### src/sprs_pkg.sv
// Package for the system protection and reset status block.
// Assumes a simple strobe register port and a single system clock domain.
package sprs_pkg;
	// Register offsets on the local register port.
	localparam logic [3:0] OFF_RESET_CAUSE  = 4'h0;
	localparam logic [3:0] OFF_WDOG_VECTOR  = 4'h1;
	localparam logic [3:0] OFF_PROT_CONTROL = 4'h2;
	localparam logic [3:0] OFF_WDOG_SERVICE = 4'h3;
	localparam logic [3:0] OFF_WDOG_PRESCALE = 4'h4;

	// Reset cause bit positions; bit 3 is reserved.
	localparam int RC_HARD     = 7;
	localparam int RC_POWER    = 6;
	localparam int RC_WATCHDOG = 5;
	localparam int RC_DBLFAULT = 4;
	localparam int RC_CLKLOSS  = 2;
	localparam int RC_RSTINSTR = 1;
	localparam int RC_SOFTPIN  = 0;
	localparam logic [7:0] RC_IMPL_MASK = 8'hF7;

	// Protection control field positions.
	localparam int PC_WDOG_ENABLE = 7;
	localparam int PC_WDOG_ACTION = 6;
	localparam int PC_WDOG_TIM_HI = 5;
	localparam int PC_WDOG_TIM_LO = 4;
	localparam int PC_DBLF_ENABLE = 3;
	localparam int PC_BMON_DISABLE = 2;
	localparam int PC_BMON_TIM_HI = 1;
	localparam int PC_BMON_TIM_LO = 0;
	localparam logic [7:0] PC_RESET = 8'hFF;

	localparam logic [7:0] WDOG_VECTOR_RESET = 8'h0F;
	localparam logic [7:0] SERVICE_FIRST  = 8'h55;
	localparam logic [7:0] SERVICE_SECOND = 8'hAA;

	// Timeout exponents: unprescaled 2^9..2^15, prescaled adds 2^9 (divide by 512).
	localparam int WDOG_EXP_BASE  = 9;
	localparam int WDOG_EXP_STEP  = 2;
	localparam int WDOG_EXP_PRESC = 9;
	localparam int XTAL_DIV_SLOW  = 128;
	localparam int BMON_MAX_CYCLES = 1024;

	typedef enum logic [1:0] {
		SVC_IDLE = 2'b01,
		SVC_ARMED = 2'b10
	} sprs_svc_type;
endpackage

### src/sprs_protect.sv
// System protection and reset status: watchdog, bus monitor, reset cause flags.
// Assumes reset sources are pulses from the reset controller, held until the reset completes.
// How it works
// - Reset cause flags update when a reset completes, adding its causes to the flags already set.
// - Power-on reset leaves both power-on and hard reset flags set.
// - Flags clear on power-on or writing one; zero writes keep them.
// - Separate flags for every reset source; bit three reads zero.
// - Clock loss reset needs loss enable and oscillator loop enable.
// - Reset instruction flag is meaningless while the processor is disabled.
// - Watchdog vector register returned at acknowledge, soft_reset_pin to fifteen.
// - Protection control accepts only the first write after system reset.
// - Watchdog enable bit gates the watchdog, set after reset.
// - Expiry gives level seven interrupt or system reset per action bit.
// - Timeout is two to nine..fifteen, or eighteen..twenty-four prescaled.
// - Watchdog timing field soft_reset_pin to the longest setting.
// - Watchdog input clock is crystal divided by one or 128 per mode pins.
// - New timeout takes effect only after the full service sequence.
// - Double fault monitor active while its enable bit is one.
// - Bus monitor runs when its control bit is zero, off by default.
// - Bus monitor timeout is 1024, 512, 256 or 128 clocks.
// - Service is 0x55 then 0xAA; the service register reads zero.
// - Prescale divides the watchdog clock by 512 before counting.
module sprs_protect
	import sprs_pkg::*;
#(
	parameter int WDOG_CNT_W = 25  // Watchdog counter width, covers 2^24.
) (
	input  wire logic       clk_sys,          // System clock, 50 MHz.
	input  wire logic       sys_rst,          // Synchronous system reset, active high.
	input  wire logic [3:0] regAddr,          // Register address.
	input  wire logic [7:0] regWrData,        // Register write data.
	input  wire logic       regWrite,         // Write strobe.
	input  wire logic       regRead,          // Read strobe.
	output logic      [7:0] regRdData,        // Read data, one cycle after the strobe.
	input  wire logic       xtalTick,         // One pulse per crystal clock, system domain.
	input  wire logic [1:0] clock_mode_pins,  // Mode clock pins, asynchronous.
	input  wire logic       rstDone,          // Pulse: reset sequence completed.
	input  wire logic       powerOnRst,       // Pulse: power-on reset occurred.
	input  wire logic       hardRst,          // Pulse: hard reset pin reset occurred.
	input  wire logic       dblFaultRst,      // Pulse: double bus fault reset occurred.
	input  wire logic       clkLossRst,       // Pulse: reference clock loss detected.
	input  wire logic       clock_loss_reset_enable, // Clock unit reset-on-loss enable.
	input  wire logic       oscLoopEnable,    // Oscillator loop enabled.
	input  wire logic       rstInstrRst,      // Pulse: processor reset instruction reset.
	input  wire logic       cpuDisabled,      // Processor disabled mode.
	input  wire logic       softPinRst,       // Pulse: soft reset pin reset occurred.
	input  wire logic       dblFaultSeen,     // Processor reports a double bus fault.
	input  wire logic       extCycleActive,   // External bus cycle in progress.
	input  wire logic       extCycleDone,     // External cycle terminated normally.
	input  wire logic       irqAck,           // Acknowledge cycle for the watchdog interrupt.
	output logic      [7:0] irqVector,        // Vector placed on the bus during acknowledge.
	output logic            wdogIrqL7,        // Level 7 watchdog interrupt request.
	output logic            wdogRstReq,       // Pulse: watchdog requests a system reset.
	output logic            dblFaultRstReq,   // Level: monitor requests a double fault reset while dblFaultSeen is high and its enable bit is set.
	output logic            clkLossRstReq,    // Pulse: clock loss reset request.
	output logic            busError          // Pulse: bus monitor ends the cycle.
);
	// Elaboration check: a narrow counter would wrap before the longest limit.
	if (WDOG_CNT_W < WDOG_EXP_PRESC + WDOG_EXP_BASE + 3 * WDOG_EXP_STEP + 1) begin : g_bad_width
		$error("sprs_protect: watchdog counter too narrow");
	end

	localparam int PRE_W = WDOG_EXP_PRESC;
	localparam int XD_W = $clog2(XTAL_DIV_SLOW);
	localparam int BM_W = $clog2(BMON_MAX_CYCLES) + 1;

	typedef struct packed {
		logic [7:0]            cause;
		logic [7:0]            vector;
		logic [7:0]            ctrl;
		logic                  ctrlLocked;
		logic                  prescale;
		logic [1:0]            activeTim;
		logic                  activePre;
		sprs_svc_type          svc;
		logic [WDOG_CNT_W-1:0] wdCnt;
		logic [PRE_W-1:0]      preCnt;
		logic [XD_W-1:0]       xdCnt;
		logic                  irq;
		logic                  rstReq;
		logic [BM_W-1:0]       bmCnt;
		logic                  berr;
		logic [7:0]            rdData;
		logic [7:0]            pendCause;
		logic [1:0]            modeA;
		logic [1:0]            modeB;
		logic                  slowDiv;
		logic                  strapPending;
	} sprs_state_type;

	sprs_state_type st_q, st_d;

	// Decodes the watchdog limit from the timing code; prescale is applied by the separate prescaler.
	function automatic logic [WDOG_CNT_W-1:0] wdLimit(input logic [1:0] tim);
		int exp;
		exp = WDOG_EXP_BASE + WDOG_EXP_STEP * int'(tim);
		return WDOG_CNT_W'(1) << exp;
	endfunction

	function automatic logic [BM_W-1:0] bmLimit(input logic [1:0] tim);
		return BM_W'(BMON_MAX_CYCLES) >> tim;
	endfunction

	logic wrHit, xdTick, wdTick, wdEnable, svcDone, bmEnable;

	always_comb begin
		st_d = st_q;
		st_d.rstReq = 1'b0;
		st_d.berr = 1'b0;
		st_d.rdData = 8'h00;
		wrHit = regWrite;
		wdEnable = st_q.ctrl[PC_WDOG_ENABLE];
		svcDone = 1'b0;
		bmEnable = 1'b0;
		// Mode pins pass two flops; the divide choice is caught one cycle after reset release.
		st_d.modeA = clock_mode_pins;
		st_d.modeB = st_q.modeA;
		if (st_q.strapPending) begin
			st_d.slowDiv = (st_q.modeB != 2'b00);
			st_d.prescale = ~st_q.modeB[1];
			st_d.activePre = ~st_q.modeB[1];
			st_d.strapPending = 1'b0;
		end

		xdTick = 1'b0;
		if (xtalTick) begin
			if (!st_q.slowDiv || st_q.xdCnt == XD_W'(XTAL_DIV_SLOW - 1)) begin
				xdTick = 1'b1;
				st_d.xdCnt = '0;
			end else begin
				st_d.xdCnt = st_q.xdCnt + XD_W'(1);
			end
		end

		wdTick = 1'b0;
		if (xdTick) begin
			if (!st_q.activePre) begin
				wdTick = 1'b1;
			end else begin
				st_d.preCnt = st_q.preCnt + PRE_W'(1);
				wdTick = (st_q.preCnt == '1);
			end
		end

		// Register writes.
		if (wrHit) begin
			unique case (regAddr)
				OFF_RESET_CAUSE: st_d.cause = st_q.cause & ~(regWrData & RC_IMPL_MASK);
				OFF_WDOG_VECTOR: st_d.vector = regWrData;
				OFF_PROT_CONTROL: begin
					if (!st_q.ctrlLocked) begin
						st_d.ctrl = regWrData;
						st_d.ctrlLocked = 1'b1;
					end
				end
				OFF_WDOG_SERVICE: begin
					if (regWrData == SERVICE_FIRST)
						st_d.svc = SVC_ARMED;
					else if (regWrData == SERVICE_SECOND && st_q.svc == SVC_ARMED) begin
						svcDone = 1'b1;
						st_d.svc = SVC_IDLE;
					end else
						st_d.svc = SVC_IDLE;
				end
				OFF_WDOG_PRESCALE: st_d.prescale = regWrData[0];
				default: ;
			endcase
		end

		if (svcDone) begin
			st_d.activeTim = st_q.ctrl[PC_WDOG_TIM_HI:PC_WDOG_TIM_LO];
			st_d.activePre = st_q.prescale;
			st_d.wdCnt = '0;
			st_d.preCnt = '0;
		end else if (!wdEnable) begin
			st_d.wdCnt = '0;
		end else if (wdTick) begin
			// Expiry at selected power of two
			if (st_q.wdCnt + WDOG_CNT_W'(1) >= wdLimit(st_q.activeTim)) begin
				st_d.wdCnt = '0;
				if (st_q.ctrl[PC_WDOG_ACTION])
					st_d.rstReq = 1'b1;
				else
					st_d.irq = 1'b1;
			end else begin
				st_d.wdCnt = st_q.wdCnt + WDOG_CNT_W'(1);
			end
		end
		if (irqAck)
			st_d.irq = 1'b0;

		bmEnable = ~st_q.ctrl[PC_BMON_DISABLE];
		if (!bmEnable || !extCycleActive || extCycleDone) begin
			st_d.bmCnt = '0;
		end else if (st_q.bmCnt == bmLimit(st_q.ctrl[PC_BMON_TIM_HI:PC_BMON_TIM_LO]) - BM_W'(1)) begin
			st_d.berr = 1'b1;
			st_d.bmCnt = '0;
		end else begin
			st_d.bmCnt = st_q.bmCnt + BM_W'(1);
		end

		// Reset causes gather until the reset sequence completes.
		if (hardRst)
			st_d.pendCause[RC_HARD] = 1'b1;
		if (powerOnRst) begin
			// Power-on starts the gathering afresh, so stale or unknown causes never survive it.
			st_d.pendCause = 8'h00;
			st_d.pendCause[RC_POWER] = 1'b1;
			st_d.pendCause[RC_HARD] = 1'b1;
		end
		if (st_q.rstReq)
			st_d.pendCause[RC_WATCHDOG] = 1'b1;
		if (dblFaultRst)
			st_d.pendCause[RC_DBLFAULT] = 1'b1;
		if (clkLossRst && clock_loss_reset_enable && oscLoopEnable)
			st_d.pendCause[RC_CLKLOSS] = 1'b1;
		if (rstInstrRst && !cpuDisabled)
			st_d.pendCause[RC_RSTINSTR] = 1'b1;
		if (softPinRst)
			st_d.pendCause[RC_SOFTPIN] = 1'b1;
		if (rstDone) begin
			st_d.cause = (st_d.pendCause & RC_IMPL_MASK) | (st_d.pendCause[RC_POWER] ? 8'h00 : st_d.cause);
			st_d.pendCause = 8'h00;
		end

		if (regRead) begin
			unique case (regAddr)
				OFF_RESET_CAUSE:   st_d.rdData = st_q.cause;
				OFF_WDOG_VECTOR:   st_d.rdData = st_q.vector;
				OFF_PROT_CONTROL:  st_d.rdData = st_q.ctrl;
				OFF_WDOG_SERVICE:  st_d.rdData = 8'h00;
				OFF_WDOG_PRESCALE: st_d.rdData = {7'h00, st_q.prescale};
				default:           st_d.rdData = 8'h00;
			endcase
		end
	end

	always_ff @(posedge clk_sys) begin
		if (sys_rst) begin
			st_q.cause        <= st_d.cause;
			st_q.pendCause    <= st_d.pendCause;
			st_q.vector       <= WDOG_VECTOR_RESET;
			// Longest timings, bus monitor off, double fault monitor and watchdog on
			st_q.ctrl         <= PC_RESET & ~(8'h01 << PC_BMON_TIM_LO) & ~(8'h01 << PC_BMON_TIM_HI);
			st_q.ctrlLocked   <= 1'b0;
			st_q.prescale     <= 1'b0;
			st_q.activeTim    <= PC_RESET[PC_WDOG_TIM_HI:PC_WDOG_TIM_LO];
			st_q.activePre    <= 1'b0;
			st_q.svc          <= SVC_IDLE;
			st_q.wdCnt        <= '0;
			st_q.preCnt       <= '0;
			st_q.xdCnt        <= '0;
			st_q.irq          <= 1'b0;
			st_q.rstReq       <= 1'b0;
			st_q.bmCnt        <= '0;
			st_q.berr         <= 1'b0;
			st_q.rdData       <= 8'h00;
			st_q.modeA        <= st_d.modeA;
			st_q.modeB        <= st_d.modeB;
			st_q.slowDiv      <= 1'b0;
			st_q.strapPending <= 1'b1;
		end else begin
			st_q <= st_d;
		end
	end

	logic dblFaultReq;
	assign dblFaultReq    = dblFaultSeen & st_q.ctrl[PC_DBLF_ENABLE];
	assign dblFaultRstReq = dblFaultReq;
	assign clkLossRstReq  = clkLossRst & clock_loss_reset_enable & oscLoopEnable;
	assign regRdData      = st_q.rdData;
	assign irqVector      = st_q.vector;
	assign wdogIrqL7      = st_q.irq;
	assign wdogRstReq     = st_q.rstReq;
	assign busError       = st_q.berr;
endmodule // sprs_protect

### config.mk
export PLATFORM = sky130hd
export DESIGN_NAME = sprs_protect
export DESIGN_NICKNAME = d
export VERILOG_FILES = /design/src/sprs_pkg.sv /design/src/sprs_protect.sv
export SDC_FILE = /design/constraint.sdc
export NUM_CORES = 1
export LEC_CHECK = 0
export BUFFER_PORTS_ARGS = -buffer_cell sky130_fd_sc_hd__buf_2
export CAP_MARGIN = 20
export CORE_ASPECT_RATIO = 0.75
export CORE_UTILIZATION = 23
export CTS_CLUSTER_SIZE = 8
export DETAILED_ROUTE_END_ITERATION = 8
export SLEW_MARGIN = 15
export SYNTH_ARGS = -nofsm -noshare
export SYNTH_HDL_FRONTEND = slang
export SYNTH_SLANG_ARGS = --single-unit
### constraint.sdc
create_clock -name clk_sys -period 3.8 [get_ports clk_sys]
set_input_delay 0 -clock clk_sys [delete_from_list [all_inputs] [get_ports clk_sys]]
set_output_delay 0 -clock clk_sys [all_outputs]
set_load 0.01 [all_outputs]
==> impl_metrics.tcl, run 1 <==
set metrics [dict create \
    clock_sinks 106 \
    ant_nets 0 \
    power.internal_w 0.00167 \
    crit_arrival_ns 3.58 \
    fin_setup_tns_ns 0 \
    end_kind "flip-flop" \
    criticalPathCategory "flip-flop to flip-flop" \
    core_um2 21300 \
    clkLatencyLatePin_ns 0.34 \
    critPathMaxStageDelay_ns 0.83 \
    routed_wl_mm 11.5 \
    status "complete, no violations" \
    post-route-util_pct 27.7 \
    max_freq_mhz 304 \
    syn_nets 622 \
    path_common_cell "nand3_1" \
    ys_async_sr_fraction_pct 0 \
    place_inst 880 \
    diodes 0 \
    ff_latch_area_um2 2120 \
    routed_via_density 4.39 \
    whs_ns 0.00976 \
    crit_path_max_fanout 23 \
    peakVddDrop_v 0.000194 \
    wl_per_cell_um 12.6 \
    stdcell_count 913 \
    path_cells "nand3_2, nor3_1, nand3_1, xnor2_1, ha_1, nand2_1, nor2_1, nand3_1, a31oi_4, and3_2" \
    drive_gt1_share_pct 17.9 \
    die_x_um 173 \
    antenna_found_initial 0 \
    finalSetupViolCount 0 \
    h-tree-depth 3 \
    core.rowCount 46 \
    cp_slowest_cell "a31oi_4" \
    cts_made_buffers 9 \
    p_leak_nw 2.25 \
    die-area_um2 22500 \
    multi_input_area_um2 2630 \
    post_cts_buffers 0 \
    io_pins 54 \
    finalNetCount 664 \
    synth_ff_type "dfxtp_1" \
    cts-resized-gates 0 \
    ys_seq_area_share_pct 42.1 \
    min_path_type "input port to flip-flop" \
    dr_total_vias 4012 \
    grt_max_degree 32 \
    p_clk_share_pct 40.0 \
    pre_cts_ws_ns 0.504 \
    synth_top_area_share_pct 42.1 \
    power.share.switching_pct 22.8 \
    tightest_slew_ns 0.961 \
    first_pass_iters 4 \
    rsz0062_at_grt "no" \
    ys.warnings.count 0 \
    first_iter_violations 254 \
    port_buffers 53 \
    final_common_cell "dfxtp_1" \
    required_ns 4.09 \
    place.gp.congestion 0.782 \
    hold_violations 0 \
    fin_crit_ns 3.29 \
    worst_slack_ns 0.506 \
    yosys-top-cells-area "dfxtp_1 (42%), nor2_1 (5.9%), xor2_1 (5.4%)" \
    timing.final.crit_share_pct 86.7 \
    cts_tree "done" \
    combPwrFrac_pct 6.7 \
    synth_edf_count 0 \
    maxCapViolCount 0 \
    clkTransAtPathRegs_ns 0.07 \
    grt_pass1_wl_mm 19.2 \
    power_switching_w 0.000494 \
    synth_area_leader_cell "dfxtp_1" \
    synth_cells 580 \
    fp.dieH_um 130 \
    p_seq_share_pct 53.3 \
    dp_hpwl_mm 8.39 \
    grt_usage_pct 10.6 \
    fin_skew_ns 0.00811 \
    synth.distinct_cells 58 \
    drc 0 \
    grt_remaining_overflow 0 \
    area_growth_pct 17.0 \
    cp-start-kind "flip-flop" \
    power_per_cell_area_nw_per_um2 366 \
    cts-hold-fix-buffers 19 \
    synth.avg_cell_area_um2 8.70 \
    slew_headroom_pct 35.9 \
    start_util_pct 23.7 \
    cts_root_buffer "clkbuf_16" \
    grt_pass1_vias 3684 \
    clockBufferDepth 2 \
    yosys_register_bits 106 \
    drv_slew 0 \
    final.fill_count 2325 \
    synth_area_um2 5050 \
    layout_common_cells "dfxtp_1 (106), nor2_1 (79), nand2_1 (64)" \
]
sequential cells by signal, indices dropped and copies added (netlist names):
register    flops
busError        1
wdogRstReq      1
st_d            2
regRdData       8
st_q           85
wdogIrqL7       1
irqVector       8
metrics by stage:
stage          total power [W]  instance area, um2
2_1_floorplan          0.00126                5050
3_3_place_gp           0.00130                5440
3_5_place_dp           0.00131                5440
4_1_cts                0.00220                5900
5_1_grt                0.00226                5900
6_report               0.00216                5900
layer usage:
| layer | track usage (%) | part of all wire, % | vias to the layer above |
|---|---|---|---|
| li1 | - | - | 2064 |
| met1 | 16.2 | 57 | 1872 |
| met2 | 14.5 | 38 | 63 |
| met3 | 2.24 | 3.5 | 13 |
| met4 | 3.38 | 1.3 | 0 |
| met5 | 0 | 0 | - |
synth_stat cells (7+ instances only):
| library cell | number |
|---|---|
| dfxtp_1 | 106 |
| nor2_1 | 79 |
| nand2_1 | 64 |
| nand3_1 | 33 |
| xor2_1 | 31 |
| nor3_2 | 21 |
| a21oi_1 | 20 |
| xnor2_1 | 20 |
| nand4_1 | 17 |
| buf_4 | 16 |
| clkbuf_1 | 16 |
| inv_1 | 15 |
| and3_1 | 11 |
| nor3_1 | 10 |
| ha_1 | 9 |
| o21ai_0 | 9 |
| buf_2 | 7 |
| nand3b_1 | 7 |
kinds of logic after synthesis:
| group | share of synthesized area (%) |
|---|---|
| AO/OA/AOI/OAI | 8.83 |
| XOR/XNOR | 8.85 |
| adder cells (fa/ha/maj) | 2.23 |
| buffers and inverters | 5.93 |
| flip-flops | 42.1 |
| multiplexers | 2.33 |
| AND/OR/NAND/NOR | 29.8 |
power groups by stage:
stage | registers (W) | logic (W) | clock network (W)
after CTS | 0.00115 | 0.000145 | 0.000902
final | 0.00115 | 0.000145 | 0.000866
after global routing | 0.00115 | 0.000159 | 0.000948
after detailed placement | 0.00118 | 0.000129 | 0
after global placement | 0.00118 | 0.000128 | 0
after floorplan | 0.00117 | 0.0000857 | 0
critical path: cells and delay by family, from the launching register on:
kind / cells / cell delay, ns
AOI/OAI and AO/OA: 1 / 0.83
xor gates and xnor gates: 1 / 0.18
adders and majority gates: 1 / 0.30
DFF: 1 / 0.44
and+or+nand+nor: 7 / 1.47
worst paths after layout:
path                    startpoint                     end  slack, ns  depth (start not counted)
min reg2reg        st_d[3]$_DFF_P_         st_q[3]$_DFF_P_       0.33                          0
min                         irqAck  wdogIrqL7$_SDFFE_PP0P_       0.01                          3
max          st_q[54]$_SDFFE_PP0P_   wdogRstReq$_SDFF_PP0_       0.51                         10
max reg2reg  st_q[54]$_SDFFE_PP0P_   wdogRstReq$_SDFF_PP0_       0.51                         10
layout make-up:
| cell class | count | share of cell area, % |
|---|---|---|
| multi-input cells | 417 | 44.6 |
| well taps | 288 | 6.10 |
| inverters | 15 | 0.954 |
| repair buffers | 73 | 7.84 |
| clock buffers | 12 | 4.35 |
| flip-flops and latches | 106 | 35.9 |
| clock inverters | 2 | 0.233 |
Power figures use the tool's default switching activity.
==> inputs of run 2 (changes only) <==
--- a/config.mk
+++ b/config.mk
@@ -8,7 +8,7 @@
 export BUFFER_PORTS_ARGS = -buffer_cell sky130_fd_sc_hd__buf_2
 export CAP_MARGIN = 20
 export CORE_ASPECT_RATIO = 0.75
-export CORE_UTILIZATION = 23
+export CORE_UTILIZATION = 30
 export CTS_CLUSTER_SIZE = 8
 export DETAILED_ROUTE_END_ITERATION = 8
 export SLEW_MARGIN = 15
==> constraint.sdc (replaced) <==
create_clock -name clk_sys -period 4.24 [get_ports clk_sys]
set_input_delay 0 -clock clk_sys [delete_from_list [all_inputs] [get_ports clk_sys]]
set_output_delay 0 -clock clk_sys [all_outputs]
set_load 0.01 [all_outputs]
==> run 2 against run 1 <==
  * Clock power up 5.1%
  * Maximum frequency up 6.5%
  * Design area down 0.25%
  * Combinational power down 9%
  * Routed wire length down 3.4%
  * Utilization up 8.6 points
  * Total power down 4.2%
  * Die area down 23%
  * Critical endpoint is now st_q[69]$_SDFFE_PP0P_
==> impl_metrics.tcl, run 2 (synthesized netlist as in run 1, its figures left out) <==
set metrics [dict create \
    status "complete, no violations" \
    grt_max_degree 32 \
    cp-start-kind "flip-flop" \
    final_common_cell "dfxtp_1" \
    reg2reg_setup_slack_ns 1.15 \
    first_pass_iters 5 \
    worstHoldStart "rstInstrRst" \
    path_common_cell "nor3_1" \
    start_util_pct 31.1 \
    crit_start "st_q[57]$_SDFFE_PP0P_" \
    hold_violations 0 \
    stdcell_count 840 \
    place.gp.congestion 0.825 \
    core.rowCount 40 \
    drv_slew 0 \
    cts_tree "done" \
    post_cts_buffers 0 \
    power_per_cell_area_nw_per_um2 352 \
    layout_common_cells "dfxtp_1 (106), nor2_1 (79), nand2_1 (64)" \
    clock_sinks 106 \
    totalPowerFinal_w 0.00207 \
    pre_cts_ws_ns 1.17 \
    routed_wl_mm 11.1 \
    grtUsageMet1_pct 21.7 \
    peakVddDrop_v 0.000198 \
    finalNetCount 667 \
    clkLatencyLatePin_ns 0.35 \
    core_um2 16200 \
    rr_startpoint "st_q[57]$_SDFFE_PP0P_" \
    use_met3_pct 3.19 \
    die_x_um 152 \
    routed_via_density 4.74 \
    ant_nets 0 \
    diodes 0 \
    path_delay_family "simple AND/OR/NAND/NOR gates" \
    met2_usage_pct 17.3 \
    fin_setup_tns_ns 0 \
    cp_slowest_cell "nor3_1" \
    largest_reg_flops 85 \
    first_iter_violations 250 \
    drc 0 \
    finalSetupViolCount 0 \
    slew_headroom_pct 53.1 \
    die-area_um2 17300 \
    worst_slack_ns 1.15 \
    rsz0062_at_grt "no" \
    p_leak_nw 2.29 \
    max_freq_mhz 323 \
    crit_buf_inv 1 \
    maxCapViolCount 0 \
    place_inst 803 \
    h-tree-depth 3 \
    crit_arrival_ns 3.30 \
    grt_usage_pct 13.5 \
    dr_total_vias 3981 \
    timing.final.crit_share_pct 73.0 \
    io_pins 54 \
    grt_pass1_vias 3611 \
    antenna_found_initial 0 \
    required_ns 4.45 \
    path_cells "nand3_1, nor3_1, nand3_1, xnor2_1, ha_1, nor3_1, a21oi_1, a31oi_1, and4_4, a31oi_4, buf_4, nor3_1" \
    area_growth_pct 16.7 \
    min_path_type "input port to flip-flop" \
    crit_path_max_fanout 15 \
    grt_pass1_wl_mm 18.4 \
    regMostFlops "st_q" \
    whs_ns 0.0210 \
    criticalPathCategory "flip-flop to flip-flop" \
    port_buffers 53 \
    dp_hpwl_mm 7.93 \
    fin_skew_ns 0.00613 \
    grt.busiest_layer "met1" \
    cts_root_buffer "clkbuf_16" \
    cts_made_buffers 9 \
    critPathMaxStageDelay_ns 0.49 \
    drive_gt1_share_pct 18.4 \
    clkTransAtPathRegs_ns 0.07 \
    end_kind "flip-flop" \
    fin_crit_ns 3.09 \
    tightest_slew_ns 0.703 \
    clockBufferDepth 2 \
    wl_per_cell_um 13.2 \
    fp.dieH_um 114 \
    grt_remaining_overflow 0 \
]
run 2: changes by cell type in the layout (fill, tap and decap cells not counted):
cell,before,now
buf_4,1,2
clkbuf_8,2,0
clkbuf_1,1,0
inv_6,0,2
bufinv_16,0,2
clkinv_4,1,2
dlygate4sd3_1,19,21
run 2: layer usage:
metal | vias to the layer above | share of wire, % | wire, um
met5 | - | 0 | 0
met4 | 0 | 0.85 | 95
met3 | 7 | 5.5 | 606
met2 | 90 | 38 | 4240
met1 | 1809 | 56 | 6180
li1 | 2075 | - | -
run 2: worst min-delay path, cell delays in order:
cell,delay [ns]
buf_2,0.09
a22o_1,0.14
a32o_1,0.11
run 2: what timing repair did:
item,4_1_cts,5_1_grt
resized for setup,0,0
hold buffers,21,0
endpoints found under the setup margin,0,0
endpoints found under the hold margin,30,0
run 2: worst paths after layout:
| path | to | cells past startpoint |
|---|---|---|
| setup / recovery | st_q[69]$_SDFFE_PP0P_ | 12 |
| hold / removal | st_q[101]$_DFF_P_ | 3 |
| setup reg to reg | st_q[69]$_SDFFE_PP0P_ | 12 |
| hold reg to reg | st_q[2]$_DFF_P_ | 0 |
run 2: final cells by class:
type | count | area, um2
Clock inverter | 7 | 100
Tap cell | 210 | 263
Sequential cell | 106 | 2120
Fill cell | 1748 | 10300
Inverter | 15 | 56.3
Timing Repair Buffer | 76 | 490
Clock buffer | 9 | 225
Multi-Input combinational cell | 417 | 2630
run 2: power breakdown:
group | internal, W | leakage [nW] | total (W) | switching, W
clock | 0.000523 | 0.160 | 0.000910 | 0.000387
combinational | 0.0000563 | 1.27 | 0.000132 | 0.0000754
sequential | 0.00102 | 0.861 | 0.00103 | 0.0000150
total | 0.00160 | 2.29 | 0.00207 | 0.000477
run 2: per-stage QoR:
step	area, um2	util (%)
after floorplan	5050	-
after global placement	5350	33.0
after detailed placement	5350	33.0
after CTS	5890	36.3
after global routing	5890	36.3
final	5890	36.3
==> inputs of run 3 (changes only) <==
--- a/config.mk
+++ b/config.mk
@@ -5,6 +5,7 @@
 export SDC_FILE = /design/constraint.sdc
 export NUM_CORES = 1
 export LEC_CHECK = 0
+export ABC_AREA = 1
 export BUFFER_PORTS_ARGS = -buffer_cell sky130_fd_sc_hd__buf_2
 export CAP_MARGIN = 20
 export CORE_ASPECT_RATIO = 0.75
==> constraint.sdc (replaced) <==
create_clock -name clk_sys -period 2.59 [get_ports clk_sys]
set_input_delay 0 -clock clk_sys [delete_from_list [all_inputs] [get_ports clk_sys]]
set_output_delay 0 -clock clk_sys [all_outputs]
set_load 0.01 [all_outputs]
==> run 3 against run 2 <==
  * The run now ends with design-rule violations left
  * Clock power grew 49%
  * Worst hold slack lost 0.013 ns
  * Design area rose by 2.5%
  * Total power rose by 63%
  * Non-clock buffer count rose by 7
  * Via count up 14%
  * Die area grew 0.61%
  * Global-route usage grew 0.57 points
  * Setup slack worse by 0.91 ns
  * Utilization increased by 0.78 points
  * Critical path type unchanged
  * Critical endpoint is now st_q[57]$_SDFFE_PP0P_
  * Largest power group unchanged
  * Highest routed layer unchanged
==> impl_metrics.tcl, run 3 <==
set metrics [dict create \
    status "finished with violations" \
    violations "design-rule violations" \
    h-tree-depth 3 \
    area_growth_pct 18.8 \
    rr_startpoint "st_q[55]$_SDFFE_PP0P_" \
    place.gp.congestion 0.919 \
    synth_cells 697 \
    tightest_slew_ns 0.655 \
    port_buffers 53 \
    synth.distinct_cells 39 \
    timing.rr.end "st_q[57]$_SDFFE_PP0P_" \
    core_um2 16300 \
    die-area_um2 17500 \
    clock_sinks 106 \
    path_cells "nand2_2, nor2_4, nand3_1, xor2_1, ha_1, a21oi_1, nor2_1, nor2_1, nand3_2, nand2_2, nand2_8, nor2_1" \
    fin_crit_ns 2.35 \
    ys_seq_area_share_pct 41.8 \
    cts_root_buffer "clkbuf_16" \
    fin_setup_tns_ns 0 \
    die_x_um 152 \
    worstHoldStart "cpuDisabled" \
    cts_made_buffers 9 \
    end_kind "flip-flop" \
    post_cts_buffers 0 \
    fin_skew_ns 0.0117 \
    final.fill_count 1688 \
    crit_arrival_ns 2.63 \
    antenna_found_initial 0 \
    crit_buf_inv 0 \
    critPathMaxStageDelay_ns 0.43 \
    syn_nets 739 \
    grt_pass1_wl_mm 19.7 \
    crit_start "st_q[55]$_SDFFE_PP0P_" \
    min_path_type "input port to flip-flop" \
    ys.warnings.count 0 \
    io_pins 54 \
    ant_nets 0 \
    cp_num_cells 12 \
    routed_via_density 4.61 \
    clockBufferDepth 2 \
    grt_usage_pct 14.1 \
    cp_slowest_cell "dfxtp_1" \
    routed_wl_mm 11.8 \
    start_util_pct 31.2 \
    wl_per_cell_um 12.1 \
    synth.avg_cell_area_um2 7.28 \
    final_common_cell "nand2_1" \
    slew_headroom_pct 56.1 \
    endpoint "st_q[57]$_SDFFE_PP0P_" \
    diodes 0 \
    hold_violations 0 \
    cts_tree "done" \
    timing.final.crit_share_pct 90.9 \
    largest_reg_flops 85 \
    synth_common_cells "nand2_1 (164), dfxtp_1 (106), inv_1 (90)" \
    peakVddDrop_v 0.000275 \
    yosys-top-cells-area "dfxtp_1 (42%), nand2_1 (12%), inv_1 (6.7%)" \
    finalNetCount 808 \
    path_delay_family "simple AND/OR/NAND/NOR gates" \
    criticalPathCategory "flip-flop to flip-flop" \
    fp.dieH_um 115 \
    clkTransAtPathRegs_ns 0.08 \
    clkLatencyLatePin_ns 0.35 \
    whs_ns 0.00830 \
    synth_area_um2 5080 \
    dp_hpwl_mm 8.82 \
    power_per_cell_area_nw_per_um2 561 \
    reg2reg_setup_slack_ns 0.24 \
    first_iter_violations 390 \
    required_ns 2.86 \
    ys_async_sr_fraction_pct 0 \
    synth_area_leader_cell "dfxtp_1" \
    drive_gt1_share_pct 14.9 \
    core.rowCount 40 \
    synth_top_area_share_pct 41.8 \
    grt_max_degree 23 \
    max_freq_mhz 425 \
    drv_slew 0 \
    p_leak_nw 2.55 \
    first_pass_iters 7 \
    path_common_cell "nor2_1" \
    dr_total_vias 4521 \
    regMostFlops "st_q" \
    grt_pass1_vias 4057 \
    crit_path_max_fanout 16 \
    cp-start-kind "flip-flop" \
    maxCapViolCount 0 \
    reg2reg_depth 12 \
    drc 1 \
    layout_common_cells "nand2_1 (164), dfxtp_1 (106), inv_1 (90)" \
    finalSetupViolCount 0 \
    grt_remaining_overflow 0 \
    synth_ff_type "dfxtp_1" \
    yosys_register_bits 106 \
    yosysMostFrequentCell "nand2_1" \
    synth_edf_count 0 \
    whs_path_depth 4 \
]
==> run 3: changes by cell type after synthesis, sizes merged, moves of 12 or more <==
cell   delta
and3     -13
inv      +77
nand2   +109
nor2     +29
nor3     -12
o21ai    +26
xnor2    -14
xor2     -18
==> run 3: how the worst min path moves through the flow <==
stage / end / slack (ns)
6_report: st_q[101]$_DFF_P_ / 0.008
5_1_grt: irqVector[5]$_SDFFE_PP0P_ / 0.01
4_1_cts: irqVector[5]$_SDFFE_PP0P_ / 0.002
3_5_place_dp: st_d[3]$_DFF_P_ / 0.11
3_3_place_gp: st_d[2]$_DFF_P_ / 0.11
2_1_floorplan: st_d[2]$_DFF_P_ / 0.03
==> run 3: area by class of cell <==
| class | count | area (um2) | area share (%) |
|---|---|---|---|
| Tap cell | 210 | 263 | 4.36 |
| Clock inverter | 5 | 62.6 | 1.04 |
| Sequential cell | 106 | 2120 | 35.2 |
| Inverter | 92 | 345 | 5.72 |
| Clock buffer | 10 | 229 | 3.80 |
| Multi-Input combinational cell | 474 | 2460 | 40.8 |
| Timing Repair Buffer | 83 | 548 | 9.08 |
==> run 3: through the flow <==
step	total power (W)	instance area, um2	setup slack (ns)	std cells	utilization (%)
2_1_floorplan	0.00194	5080	0.502	697	-
3_3_place_gp	0.00203	5490	0.181	942	33.7
3_5_place_dp	0.00203	5490	0.183	942	33.7
4_1_cts	0.00342	6010	0.160	980	36.9
5_1_grt	0.00353	6030	-0.00691	980	37.1
6_report	0.00339	6030	0.237	980	37.1
==> run 3: kinds of logic after synthesis <==
| logic type | Yosys count | share of synthesized area (%) |
|---|---|---|
| AO/OA/AOI/OAI | 94 | 10.6 |
| XOR/XNOR | 19 | 3.28 |
| flip-flops | 106 | 41.8 |
| buffers and inverters | 117 | 10.2 |
| multiplexers | 3 | 0.591 |
| adder cells (fa/ha/maj) | 9 | 2.22 |
| AND/OR/NAND/NOR | 349 | 31.3 |
==> run 3: routing by layer <==
metal	share of wire (%)	GRT usage (%)	up-vias	wire, um
met1	53	21.0	2025	6320
met2	39	19.8	135	4610
met5	0	0	-	0
met3	6.6	3.71	13	777
met4	0.91	3.13	0	108
li1	-	-	2348	-
==> run 3: worst reg2reg max path: stages, from the launching register on <==
cell	delay, ns
dfxtp_1	0.43
nand2_2	0.12
nor2_4	0.13
nand3_1	0.22
xor2_1	0.23
ha_1	0.33
a21oi_1	0.15
nor2_1	0.05
nor2_1	0.12
nand3_2	0.09
nand2_2	0.12
nand2_8	0.16
nor2_1	0.12
==> run 3: timing repair <==
action                                  4_1_cts  5_1_grt
gates resized for setup                       0        4
endpoints found under the setup margin        0       16
hold endpoints to repair                     32        0
hold buffers                                 23        0
==> run 3: power breakdown <==
group / leakage [nW] / switching (W) / internal (W) / total (W)
clock: 0.136 / 0.000611 / 0.000752 / 0.00136
combinational: 1.55 / 0.000176 / 0.000123 / 0.000299
sequential: 0.864 / 0.0000411 / 0.00168 / 0.00172
total: 2.55 / 0.000828 / 0.00256 / 0.00339
